## config.mk

```make
export PLATFORM = sky130hd
export DESIGN_NAME = hfcs_top
export DESIGN_NICKNAME = d
export VERILOG_FILES = /design/src/verilog/hfcs_pkg.sv /design/src/verilog/hfcs_calc_if.sv /design/src/verilog/hfcs_calc.sv /design/src/verilog/hfcs_top.sv
export SDC_FILE = /design/constraint.sdc
export NUM_CORES = 1
export LEC_CHECK = 0
export BUFFER_PORTS_ARGS = -buffer_cell sky130_fd_sc_hd__buf_2
export CAP_MARGIN = 10
export CORE_UTILIZATION = 57
export CTS_CLUSTER_DIAMETER = 120
export DETAILED_ROUTE_END_ITERATION = 8
export HOLD_SLACK_MARGIN = 0.02
export PLACE_DENSITY = 0.84
export SYNTH_ARGS = -nofsm -noshare
export SYNTH_HDL_FRONTEND = slang
export SYNTH_HIERARCHICAL = 1
export SYNTH_SLANG_ARGS = --single-unit
```

## constraint.sdc

```tcl
create_clock -name REF_CLK_I -period 8.32 [get_ports REF_CLK_I]
set_input_delay 1.664 -clock REF_CLK_I [delete_from_list [all_inputs] [get_ports REF_CLK_I]]
set_output_delay 1.664 -clock REF_CLK_I [all_outputs]
set_load 0.1 [all_outputs]
```

## src/verilog/hfcs_pkg.sv

```systemverilog
package hfcs_pkg;
  // Radio frame length in chips and the default offset step in chips.
  localparam int unsigned FRAME_CHIPS    = 38400;
  localparam int unsigned OFFSET_STEP    = 512;
  // Default offset steps per frame; the initial load subtracts whole frames.
  localparam int unsigned STEPS_PER_FRM  = FRAME_CHIPS / OFFSET_STEP;
  // Widths: counter modulo 256, cell frame number 0..4095, offset 0..599.
  localparam int unsigned CFN_W          = 8;
  localparam int unsigned SFN_W          = 12;
  localparam int unsigned DEFAULT_FRAME_OFFSET_W         = 10;
  localparam int unsigned CHIP_W         = 16;
  localparam int unsigned ADDR_W         = 8;
  localparam int unsigned DATA_W         = 32;
  // Register byte offsets.
  localparam logic [7:0]  ADDR_CTRL      = 8'h00;
  localparam logic [7:0]  ADDR_CFG       = 8'h04;
  localparam logic [7:0]  ADDR_DEFAULT_FRAME_OFFSET      = 8'h08;
  localparam logic [7:0]  ADDR_SWITCH    = 8'h0C;
  localparam logic [7:0]  ADDR_STATUS    = 8'h10;
  localparam logic [7:0]  ADDR_COUNT     = 8'h14;
  localparam logic [7:0]  ADDR_REPORT    = 8'h18;
  // Command bits of the control register, each acting once per write.
  localparam int unsigned CTRL_ENTER     = 0;
  localparam int unsigned CTRL_MULTI     = 1;
  localparam int unsigned CTRL_MEASURE   = 2;
  localparam int unsigned CTRL_HANDOVER  = 3;
  localparam int unsigned CTRL_LEAVE     = 4;
  localparam int unsigned CTRL_CLR_DONE  = 5;
  // Configuration bits.
  localparam int unsigned CFG_TDD        = 0;
  localparam int unsigned CFG_TO_TDD     = 1;
  localparam int unsigned CFG_NEW_OFFSET = 2;
  localparam int unsigned CFG_ARM        = 3;
  localparam int unsigned CFG_W          = 4;
  // Report field positions.
  localparam int unsigned REP_CHIP_LSB   = 8;
  localparam int unsigned REP_FRM_VLD    = 24;
  localparam int unsigned REP_CHIP_VLD   = 25;
  // Reset values.
  localparam logic [3:0]  CFG_RST        = 4'h0;
  localparam logic [9:0]  DEFAULT_FRAME_OFFSET_RST       = 10'h000;
  localparam logic [7:0]  SWITCH_RST     = 8'h00;
  // Counter phase of the handset.
  typedef enum logic [1:0] {
    HFCS_COMMON,
    HFCS_DCH,
    HFCS_REINIT
  } hfcs_state_e;
endpackage

```

## src/verilog/hfcs_calc_if.sv

```systemverilog
`timescale 1ns/10ps
`default_nettype none
// Operands and results passed between the counter core and its arithmetic.
interface hfcs_calc_if;
  import hfcs_pkg::*;
  logic                tdd;
  logic [SFN_W-1:0]    cell_frame_number;
  logic [DEFAULT_FRAME_OFFSET_W-1:0]   default_frame_offset;
  logic [CFN_W-1:0]    connection_frame_count;
  logic [SFN_W-1:0]    meas_sfn;
  logic [CFN_W-1:0]    init_cfn;
  logic [CFN_W-1:0]    frame_diff;
  modport calc (input tdd, cell_frame_number, default_frame_offset, connection_frame_count, meas_sfn, output init_cfn, frame_diff);
  modport user (output tdd, cell_frame_number, default_frame_offset, connection_frame_count, meas_sfn, input init_cfn, frame_diff);
endinterface
`default_nettype wire

```

## src/verilog/hfcs_calc.sv

```systemverilog
`timescale 1ns/10ps
`default_nettype none
module hfcs_calc
  import hfcs_pkg::*;
(
  hfcs_calc_if.calc cif
);
  localparam logic [DEFAULT_FRAME_OFFSET_W-1:0] STEPS = DEFAULT_FRAME_OFFSET_W'(STEPS_PER_FRM);
  logic [DEFAULT_FRAME_OFFSET_W-1:0] frames_back;

  // The chip-exact formula reduces to whole frames: subtracting the offset
  // rounds the frame number down, so the frames removed are the offset in
  // frames rounded up. This avoids a 28-bit multiplier and divider.
  always_comb begin
    frames_back = (cif.default_frame_offset + STEPS - DEFAULT_FRAME_OFFSET_W'(1)) / STEPS;
    if (cif.tdd) begin
      cif.init_cfn = cif.cell_frame_number[CFN_W-1:0] - CFN_W'(cif.default_frame_offset);
    end else begin
      cif.init_cfn = cif.cell_frame_number[CFN_W-1:0] - frames_back[CFN_W-1:0];
    end
  end

  // Eight-bit wrap makes every difference non-negative modulo 256.
  assign cif.frame_diff = cif.meas_sfn[CFN_W-1:0] - cif.connection_frame_count;
endmodule
`default_nettype wire

```

## src/verilog/hfcs_top.sv

```systemverilog
// Functional notes
// - FDD single link: load from frame number, offset.
// - TDD entry: load frame number minus offset.
// - Increment counter every frame, wrapping at 256.
// - TDD common channels follow frame number mod 256.
// - Multi-link setup: report frame and chip differences.
// - After measurements, load from reference cell.
// - FDD handover difference; no chip to TDD.
// - TDD handover difference, else default value.
// - Known difference: keep counter across handover.
// - New offset: reload on reading target frame.
// - Switch configuration at signalled counter value.
// - Common states: paging full, others mod 256.
//
// Our own choices: the plain strobed port and the placing of the registers.
`timescale 1ns/10ps
`default_nettype none
module hfcs_top
  import hfcs_pkg::*;
#(
  parameter logic [7:0] UNMEASURED_DIFF = 8'hFF
) (
  input  wire logic              REF_CLK_I,
  input  wire logic              RST_N_I,
  input  wire logic              FRAME_STB_I,
  input  wire logic [SFN_W-1:0]  CELL_SFN_I,
  input  wire logic              CELL_SFN_VLD_I,
  input  wire logic [SFN_W-1:0]  MEAS_SFN_I,
  input  wire logic [CHIP_W-1:0] MEAS_CHIP_I,
  input  wire logic              MEAS_VLD_I,
  input  wire logic [ADDR_W-1:0] ADDR_I,
  input  wire logic [DATA_W-1:0] WR_DATA_I,
  input  wire logic              WR_I,
  input  wire logic              RD_I,
  output logic [DATA_W-1:0]      RD_DATA_O,
  output logic [CFN_W-1:0]       CFN_O,
  output logic [SFN_W-1:0]       PCH_CFN_O,
  output logic [CFN_W-1:0]       COMMON_CFN_O,
  output logic                   DCH_O,
  output logic                   L1_SWITCH_O
);
  // Whole state of the block, registered in one place.
  typedef struct packed {
    hfcs_state_e         state;
    logic [CFN_W-1:0]    connection_frame_count;
    logic [SFN_W-1:0]    paging_channel;
    logic [CFN_W-1:0]    common;
    logic                pend_load;
    logic [CFG_W-1:0]    cfg;
    logic [DEFAULT_FRAME_OFFSET_W-1:0]   default_frame_offset;
    logic [CFN_W-1:0]    sw;
    logic                done;
    logic                sw_pulse;
    logic [CFN_W-1:0]    rep_frame;
    logic [CHIP_W-1:0]   rep_chip;
    logic                rep_fvld;
    logic                rep_cvld;
    logic [DATA_W-1:0]   rdata;
  } hfcs_regs_s;

  hfcs_regs_s   cur_r;
  hfcs_regs_s   cur_nxt;
  hfcs_calc_if  cif ();

  logic         wr_ctrl;
  logic         cmd_enter;
  logic         cmd_multi;
  logic         cmd_measure;
  logic         cmd_handover;
  logic         cmd_leave;
  logic         cmd_clr_done;
  logic [DATA_W-1:0] rd_mux;

  // Operands for the shared arithmetic come from live state and pins.
  assign cif.tdd      = cur_r.cfg[CFG_TDD];
  assign cif.cell_frame_number      = CELL_SFN_I;
  assign cif.default_frame_offset     = cur_r.default_frame_offset;
  assign cif.connection_frame_count      = cur_r.connection_frame_count;
  assign cif.meas_sfn = MEAS_SFN_I;

  hfcs_calc u_calc (
    .cif (cif.calc)
  );

  // Command decode of the control register; every bit is a one-shot.
  assign wr_ctrl      = WR_I && (ADDR_I == ADDR_CTRL);
  assign cmd_enter    = wr_ctrl && WR_DATA_I[CTRL_ENTER];
  assign cmd_multi    = wr_ctrl && WR_DATA_I[CTRL_MULTI];
  assign cmd_measure  = wr_ctrl && WR_DATA_I[CTRL_MEASURE];
  assign cmd_handover = wr_ctrl && WR_DATA_I[CTRL_HANDOVER];
  assign cmd_leave    = wr_ctrl && WR_DATA_I[CTRL_LEAVE];
  assign cmd_clr_done = wr_ctrl && WR_DATA_I[CTRL_CLR_DONE];

  // Read multiplexer; unmapped and write-only addresses read as zero.
  always_comb begin
    rd_mux = '0;
    case (ADDR_I)
      ADDR_CFG: begin
        rd_mux[CFG_W-1:0] = cur_r.cfg;
      end
      ADDR_DEFAULT_FRAME_OFFSET: begin
        rd_mux[DEFAULT_FRAME_OFFSET_W-1:0] = cur_r.default_frame_offset;
      end
      ADDR_SWITCH: begin
        rd_mux[CFN_W-1:0] = cur_r.sw;
      end
      ADDR_STATUS: begin
        rd_mux[1:0] = cur_r.state;
        rd_mux[2]   = cur_r.pend_load;
        rd_mux[3]   = cur_r.done;
      end
      ADDR_COUNT: begin
        rd_mux[CFN_W-1:0]           = cur_r.connection_frame_count;
        rd_mux[CFN_W+SFN_W-1:CFN_W] = cur_r.paging_channel;
      end
      ADDR_REPORT: begin
        rd_mux[CFN_W-1:0]                         = cur_r.rep_frame;
        rd_mux[REP_CHIP_LSB+CHIP_W-1:REP_CHIP_LSB] = cur_r.rep_chip;
        rd_mux[REP_FRM_VLD]                       = cur_r.rep_fvld;
        rd_mux[REP_CHIP_VLD]                      = cur_r.rep_cvld;
      end
      default: begin
        rd_mux = '0;
      end
    endcase
  end

  // Next-state logic. Commands set state, flags and reports at once; the counter itself moves
  // solely on the frame strobe so it never slips against the air frame.
  always_comb begin
    cur_nxt          = cur_r;
    cur_nxt.sw_pulse = 1'b0;
    cur_nxt.rdata    = RD_I ? rd_mux : '0;

    // Plain register writes.
    if (WR_I && (ADDR_I == ADDR_CFG)) begin
      cur_nxt.cfg = WR_DATA_I[CFG_W-1:0];
    end
    if (WR_I && (ADDR_I == ADDR_DEFAULT_FRAME_OFFSET)) begin
      cur_nxt.default_frame_offset = WR_DATA_I[DEFAULT_FRAME_OFFSET_W-1:0];
    end
    if (WR_I && (ADDR_I == ADDR_SWITCH)) begin
      cur_nxt.sw = WR_DATA_I[CFN_W-1:0];
    end
    if (cmd_clr_done) begin
      cur_nxt.done = 1'b0;
    end

    // Entry to the dedicated state, single or reference-cell based.
    if (cmd_enter || cmd_multi) begin
      cur_nxt.pend_load = 1'b1;
    end

    // Difference report for multi-link setup and handover targets.
    if (cmd_measure) begin
      if (MEAS_VLD_I) begin
        cur_nxt.rep_frame = cif.frame_diff;
        cur_nxt.rep_fvld  = 1'b1;
      end else begin
        cur_nxt.rep_frame = UNMEASURED_DIFF;
        cur_nxt.rep_fvld  = 1'b0;
      end
      // Chip timing is reported in FDD, but never for a handover into TDD.
      cur_nxt.rep_cvld = !cur_r.cfg[CFG_TDD] && !cur_r.cfg[CFG_TO_TDD];
      cur_nxt.rep_chip = cur_nxt.rep_cvld ? MEAS_CHIP_I : '0;
    end

    // Handover: a known difference keeps the counter, a new offset reloads.
    if (cmd_handover && (cur_r.state != HFCS_COMMON)) begin
      if (cur_r.cfg[CFG_NEW_OFFSET]) begin
        cur_nxt.state = HFCS_REINIT;
      end else begin
        cur_nxt.state = HFCS_DCH;
      end
    end

    if (cmd_leave) begin
      cur_nxt.state     = HFCS_COMMON;
      cur_nxt.pend_load = 1'b0;
    end

    // Frame boundary work; a pending load beats the increment.
    if (FRAME_STB_I) begin
      cur_nxt.paging_channel    = CELL_SFN_I;
      cur_nxt.common = CELL_SFN_I[CFN_W-1:0];
      case (cur_nxt.state)
        HFCS_COMMON: begin
          if (cur_nxt.pend_load) begin
            cur_nxt.connection_frame_count       = cif.init_cfn;
            cur_nxt.state     = HFCS_DCH;
            cur_nxt.pend_load = 1'b0;
          end else begin
            cur_nxt.connection_frame_count = CELL_SFN_I[CFN_W-1:0];
          end
        end
        HFCS_DCH: begin
          if (cur_nxt.pend_load) begin
            cur_nxt.connection_frame_count       = cif.init_cfn;
            cur_nxt.pend_load = 1'b0;
          end else begin
            cur_nxt.connection_frame_count = cur_r.connection_frame_count + CFN_W'(1);
          end
        end
        HFCS_REINIT: begin
          // Keep counting on the old value until the target is read.
          if (CELL_SFN_VLD_I) begin
            cur_nxt.connection_frame_count       = cif.init_cfn;
            cur_nxt.state     = HFCS_DCH;
            cur_nxt.pend_load = 1'b0;
          end else begin
            cur_nxt.connection_frame_count = cur_r.connection_frame_count + CFN_W'(1);
          end
        end
        default: begin
          cur_nxt.state = HFCS_COMMON;
        end
      endcase

      // Synchronised configuration change at the signalled counter value.
      if (cur_r.cfg[CFG_ARM] && (cur_nxt.state != HFCS_COMMON)
          && (cur_nxt.connection_frame_count == cur_r.sw)) begin
        cur_nxt.sw_pulse     = 1'b1;
        cur_nxt.done         = 1'b1;
        cur_nxt.cfg[CFG_ARM] = 1'b0;
      end
    end
  end

  // Single state register; reset puts the block in the common state.
  always_ff @(posedge REF_CLK_I or negedge RST_N_I) begin
    if (!RST_N_I) begin
      cur_r       <= '0;
      cur_r.state <= HFCS_COMMON;
      cur_r.cfg   <= CFG_RST;
      cur_r.default_frame_offset  <= DEFAULT_FRAME_OFFSET_RST;
      cur_r.sw    <= SWITCH_RST;
    end else begin
      cur_r <= cur_nxt;
    end
  end

  // Outputs come straight from the state register.
  assign RD_DATA_O    = cur_r.rdata;
  assign CFN_O        = cur_r.connection_frame_count;
  assign PCH_CFN_O    = cur_r.paging_channel;
  assign COMMON_CFN_O = cur_r.common;
  assign DCH_O        = (cur_r.state != HFCS_COMMON);
  assign L1_SWITCH_O  = cur_r.sw_pulse;
endmodule
`default_nettype wire

```

==> impl_metrics.json <==
{
  "avgViaCountPerCell": 6.50,
  "clk_latency_ns": 0.36,
  "fmax_mhz": 132,
  "async_flop_share_pct": 100,
  "switchingPower_mw": 0.553,
  "end_kind": "flop",
  "synth-seq-area-share_pct": 33.3,
  "synth_compound_area_share_pct": 25.8,
  "slowest_stage": "nor4_2",
  "fin_tns_setup_ns": 0,
  "yosys.area.top_type": "dfrtp_1",
  "slew_headroom_pct": 25.7,
  "synth_top_family_by_area": "compound AO/OA/AOI/OAI gates",
  "synth_warnings": 6,
  "multiInputGateArea_mm2": 0.00422,
  "synth_mux_area_share_pct": 6.96,
  "first_global_vias": 6037,
  "coreArea_mm2": 0.0127,
  "die-area_mm2": 0.0135,
  "num_antenna_cells": 0,
  "totalPowerFinal_mw": 1.41,
  "grt_use_total_pct": 31.0,
  "finalCritPeriodShare_pct": 90.9,
  "finClkSkew_ns": 0.0102,
  "status": "complete, no violations",
  "cts_tree": "yes",
  "crit_fanout": 12,
  "die_h_um": 116,
  "holdWs_ns": 0.476,
  "dp_slack_ns": 0.943,
  "fillers": 1059,
  "leakagePower_nw": 3.68,
  "cts_hold_buf": 0,
  "die_x_um": 116,
  "synthAdderAreaFrac_pct": 3.63,
  "synthCells": 795,
  "combPwrFrac_pct": 30.9,
  "final_antenna_net_count": 0,
  "cp.required_ns": 8.54,
  "yosys.area_share.simple_pct": 16.0,
  "slowest_delay_ns": 0.53,
  "grt_antenna_before_repair": 0,
  "drive_gt1_share_pct": 26.5,
  "power.internal_mw": 0.854,
  "netSwitchingFraction_pct": 39.3,
  "vias": 6602,
  "grt_start_max_net_pins": 71,
  "first_pass_iters": 7,
  "portBuffers": 116,
  "yosys_register_bits": 99,
  "seqPwrFrac_pct": 38.1,
  "final_nets": 947,
  "cts_sinks": 99,
  "avgRoutedWirePerCell_um": 20.1,
  "vdd_drop_max_mv": 0.0905,
  "finalWirelength_mm": 20.4,
  "cellPowerDensity_mw_per_mm2": 175,
  "cts_max_level": 3,
  "syn_area_mm2": 0.00745,
  "critical_path_arrival_ns": 7.78,
  "dp_hpwl_mm": 14.9,
  "cts-resized-gates": 0,
  "cts_buffer_depth": 2,
  "yosysMostFrequentCell": "dfrtp_1",
  "final-hold-violation-count": 0,
  "hp-class": "flop to flop",
  "cts_buffers": 9,
  "routabilityCongestion": 1.00,
  "crit_path_frequent_cell": "a21oi_1",
  "fin_crit_ns": 7.56,
  "drv_slew": 0,
  "drc_errors": 0,
  "drt-initial-drc-count": 626,
  "synth_common_cells": "dfrtp_1 (99), buf_4 (63), nor2_1 (49)",
  "cap_violations": 0,
  "grt_pass1_wl_mm": 32.2,
  "cp-start-kind": "flop",
  "synth_xor_xnor_area_share_pct": 3.86,
  "area_growth_pct": 7.83,
  "fin_area_mm2": 0.00803,
  "synth.distinct_cells": 97,
  "cts_root_buffer": "clkbuf_16",
  "synth.area.top_cells": "dfrtp_1 (33%), buf_4 (6.4%), mux2_2 (5.7%), ha_1 (3.4%), a22o_1 (3.2%)",
  "tightest_slew_ns": 1.11,
  "path_clk_slew_ns": 0.08,
  "synth_ff_type": "dfrtp_1",
  "clock_power_share_pct": 31.1,
  "regArea_mm2": 0.00248,
  "placed_area_mm2": 0.00772,
  "syn-mean-instance-area_um2": 9.37,
  "io_pins": 149,
  "crit_type": "flop to flop",
  "rows": 41,
  "grt_overflow": 0,
  "start_util_pct": 58.8,
  "rsz0062_at_grt": "no",
  "post_cts_buffers": 0,
  "netlist.area_leader.share_pct": 33.3,
  "setup_viol": 0,
  "fin_ws_ns": 0.758,
  "synth_edf_count": 0
}
-- worst paths after layout --
path	startpoint	to	slack [ns]	depth (start not counted)
min reg2reg	cur_r[32]	cur_r[32]	0.48	1
min	cur_r[32]	cur_r[32]	0.48	1
max in group asynchronous	RST_N_I	RD_DATA_O[8]	5.88	2
max reg2reg	cif.default_frame_offset[2]	cur_r[81]	0.76	32
max	cif.default_frame_offset[2]	cur_r[81]	0.76	32
min in group asynchronous	RST_N_I	PCH_CFN_O[9]	1.21	1
-- cell usage in the layout (no fill, tap or decap), types with 19 or more instances in the layout --
cell	synthesis	routed
a22oi_1	19	19
buf_2	9	115
mux2_2	38	38
nor3_1	24	22
ha_1	20	20
a21oi_1	41	41
a22o_1	27	27
xnor2_1	23	23
nand2_1	37	37
nor2_1	49	49
dfrtp_1	99	99
o21ai_0	28	28
inv_1	34	34
-- area by class of cell --
type / count / area share (%)
tap: 172 / 2.68
timing repair buffer: 128 / 8.38
clock inverter: 7 / 1.08
inverter: 36 / 1.68
sequential: 99 / 30.9
multi-input combinational: 565 / 52.5
clock buffer: 9 / 2.80
-- flip-flops by register name, summed over array words and instances (netlist names) --
register and flops:
L1_SWITCH_O 1, CFN_O 8, PCH_CFN_O 12, RD_DATA_O 26, cur_r 41, cif.tdd 1, cif.default_frame_offset 10
-- worst max-delay path, delay by kind of cell, from the launching register on --
family / cells / cell delay (ns)
compound gates: 16 / 3.77
simple gates: 9 / 1.75
fa+ha+maj: 3 / 0.93
flops: 1 / 0.52
buf+inv: 1 / 0.06
mux: 1 / 0.09
xor+xnor: 2 / 0.25
-- layer usage --
| layer | up-vias | GRT usage, % | wire length [µm] |
|---|---|---|---|
| met1 | 3192 | 42.7 | 8650 |
| met2 | 368 | 47.9 | 9230 |
| met4 | 0 | 14.3 | 871 |
| met5 | - | 0 | 0 |
| li1 | 2984 | - | - |
| met3 | 58 | 5.19 | 1620 |
-- logic make-up after synthesis --
| family | after synthesis |
|---|---|
| AO/OA/AOI/OAI | 244 |
| AND/OR/NAND/NOR | 215 |
| buffers and inverters | 136 |
| flip-flops | 99 |
| multiplexers | 47 |
| XOR/XNOR | 32 |
| adder cells (fa/ha/maj) | 21 |
| other | 1 |
-- power by group through the flow --
stage | logic, mW | registers [mW] | clock network, mW
after floorplan | 0.364 | 0.526 | 0
after global placement | 0.421 | 0.543 | 0
after detailed placement | 0.427 | 0.544 | 0
after CTS | 0.430 | 0.534 | 0.443
after global routing | 0.468 | 0.538 | 0.462
final | 0.434 | 0.536 | 0.437
-- metrics by stage --
stage	cells	util, %
finish	1016	63.4
detailed placement	1000	60.9
CTS	1016	63.4
global route	1016	63.4
global placement	1000	60.9
floorplan	800	-
No activity file was read; power rests on OpenSTA's default activity.
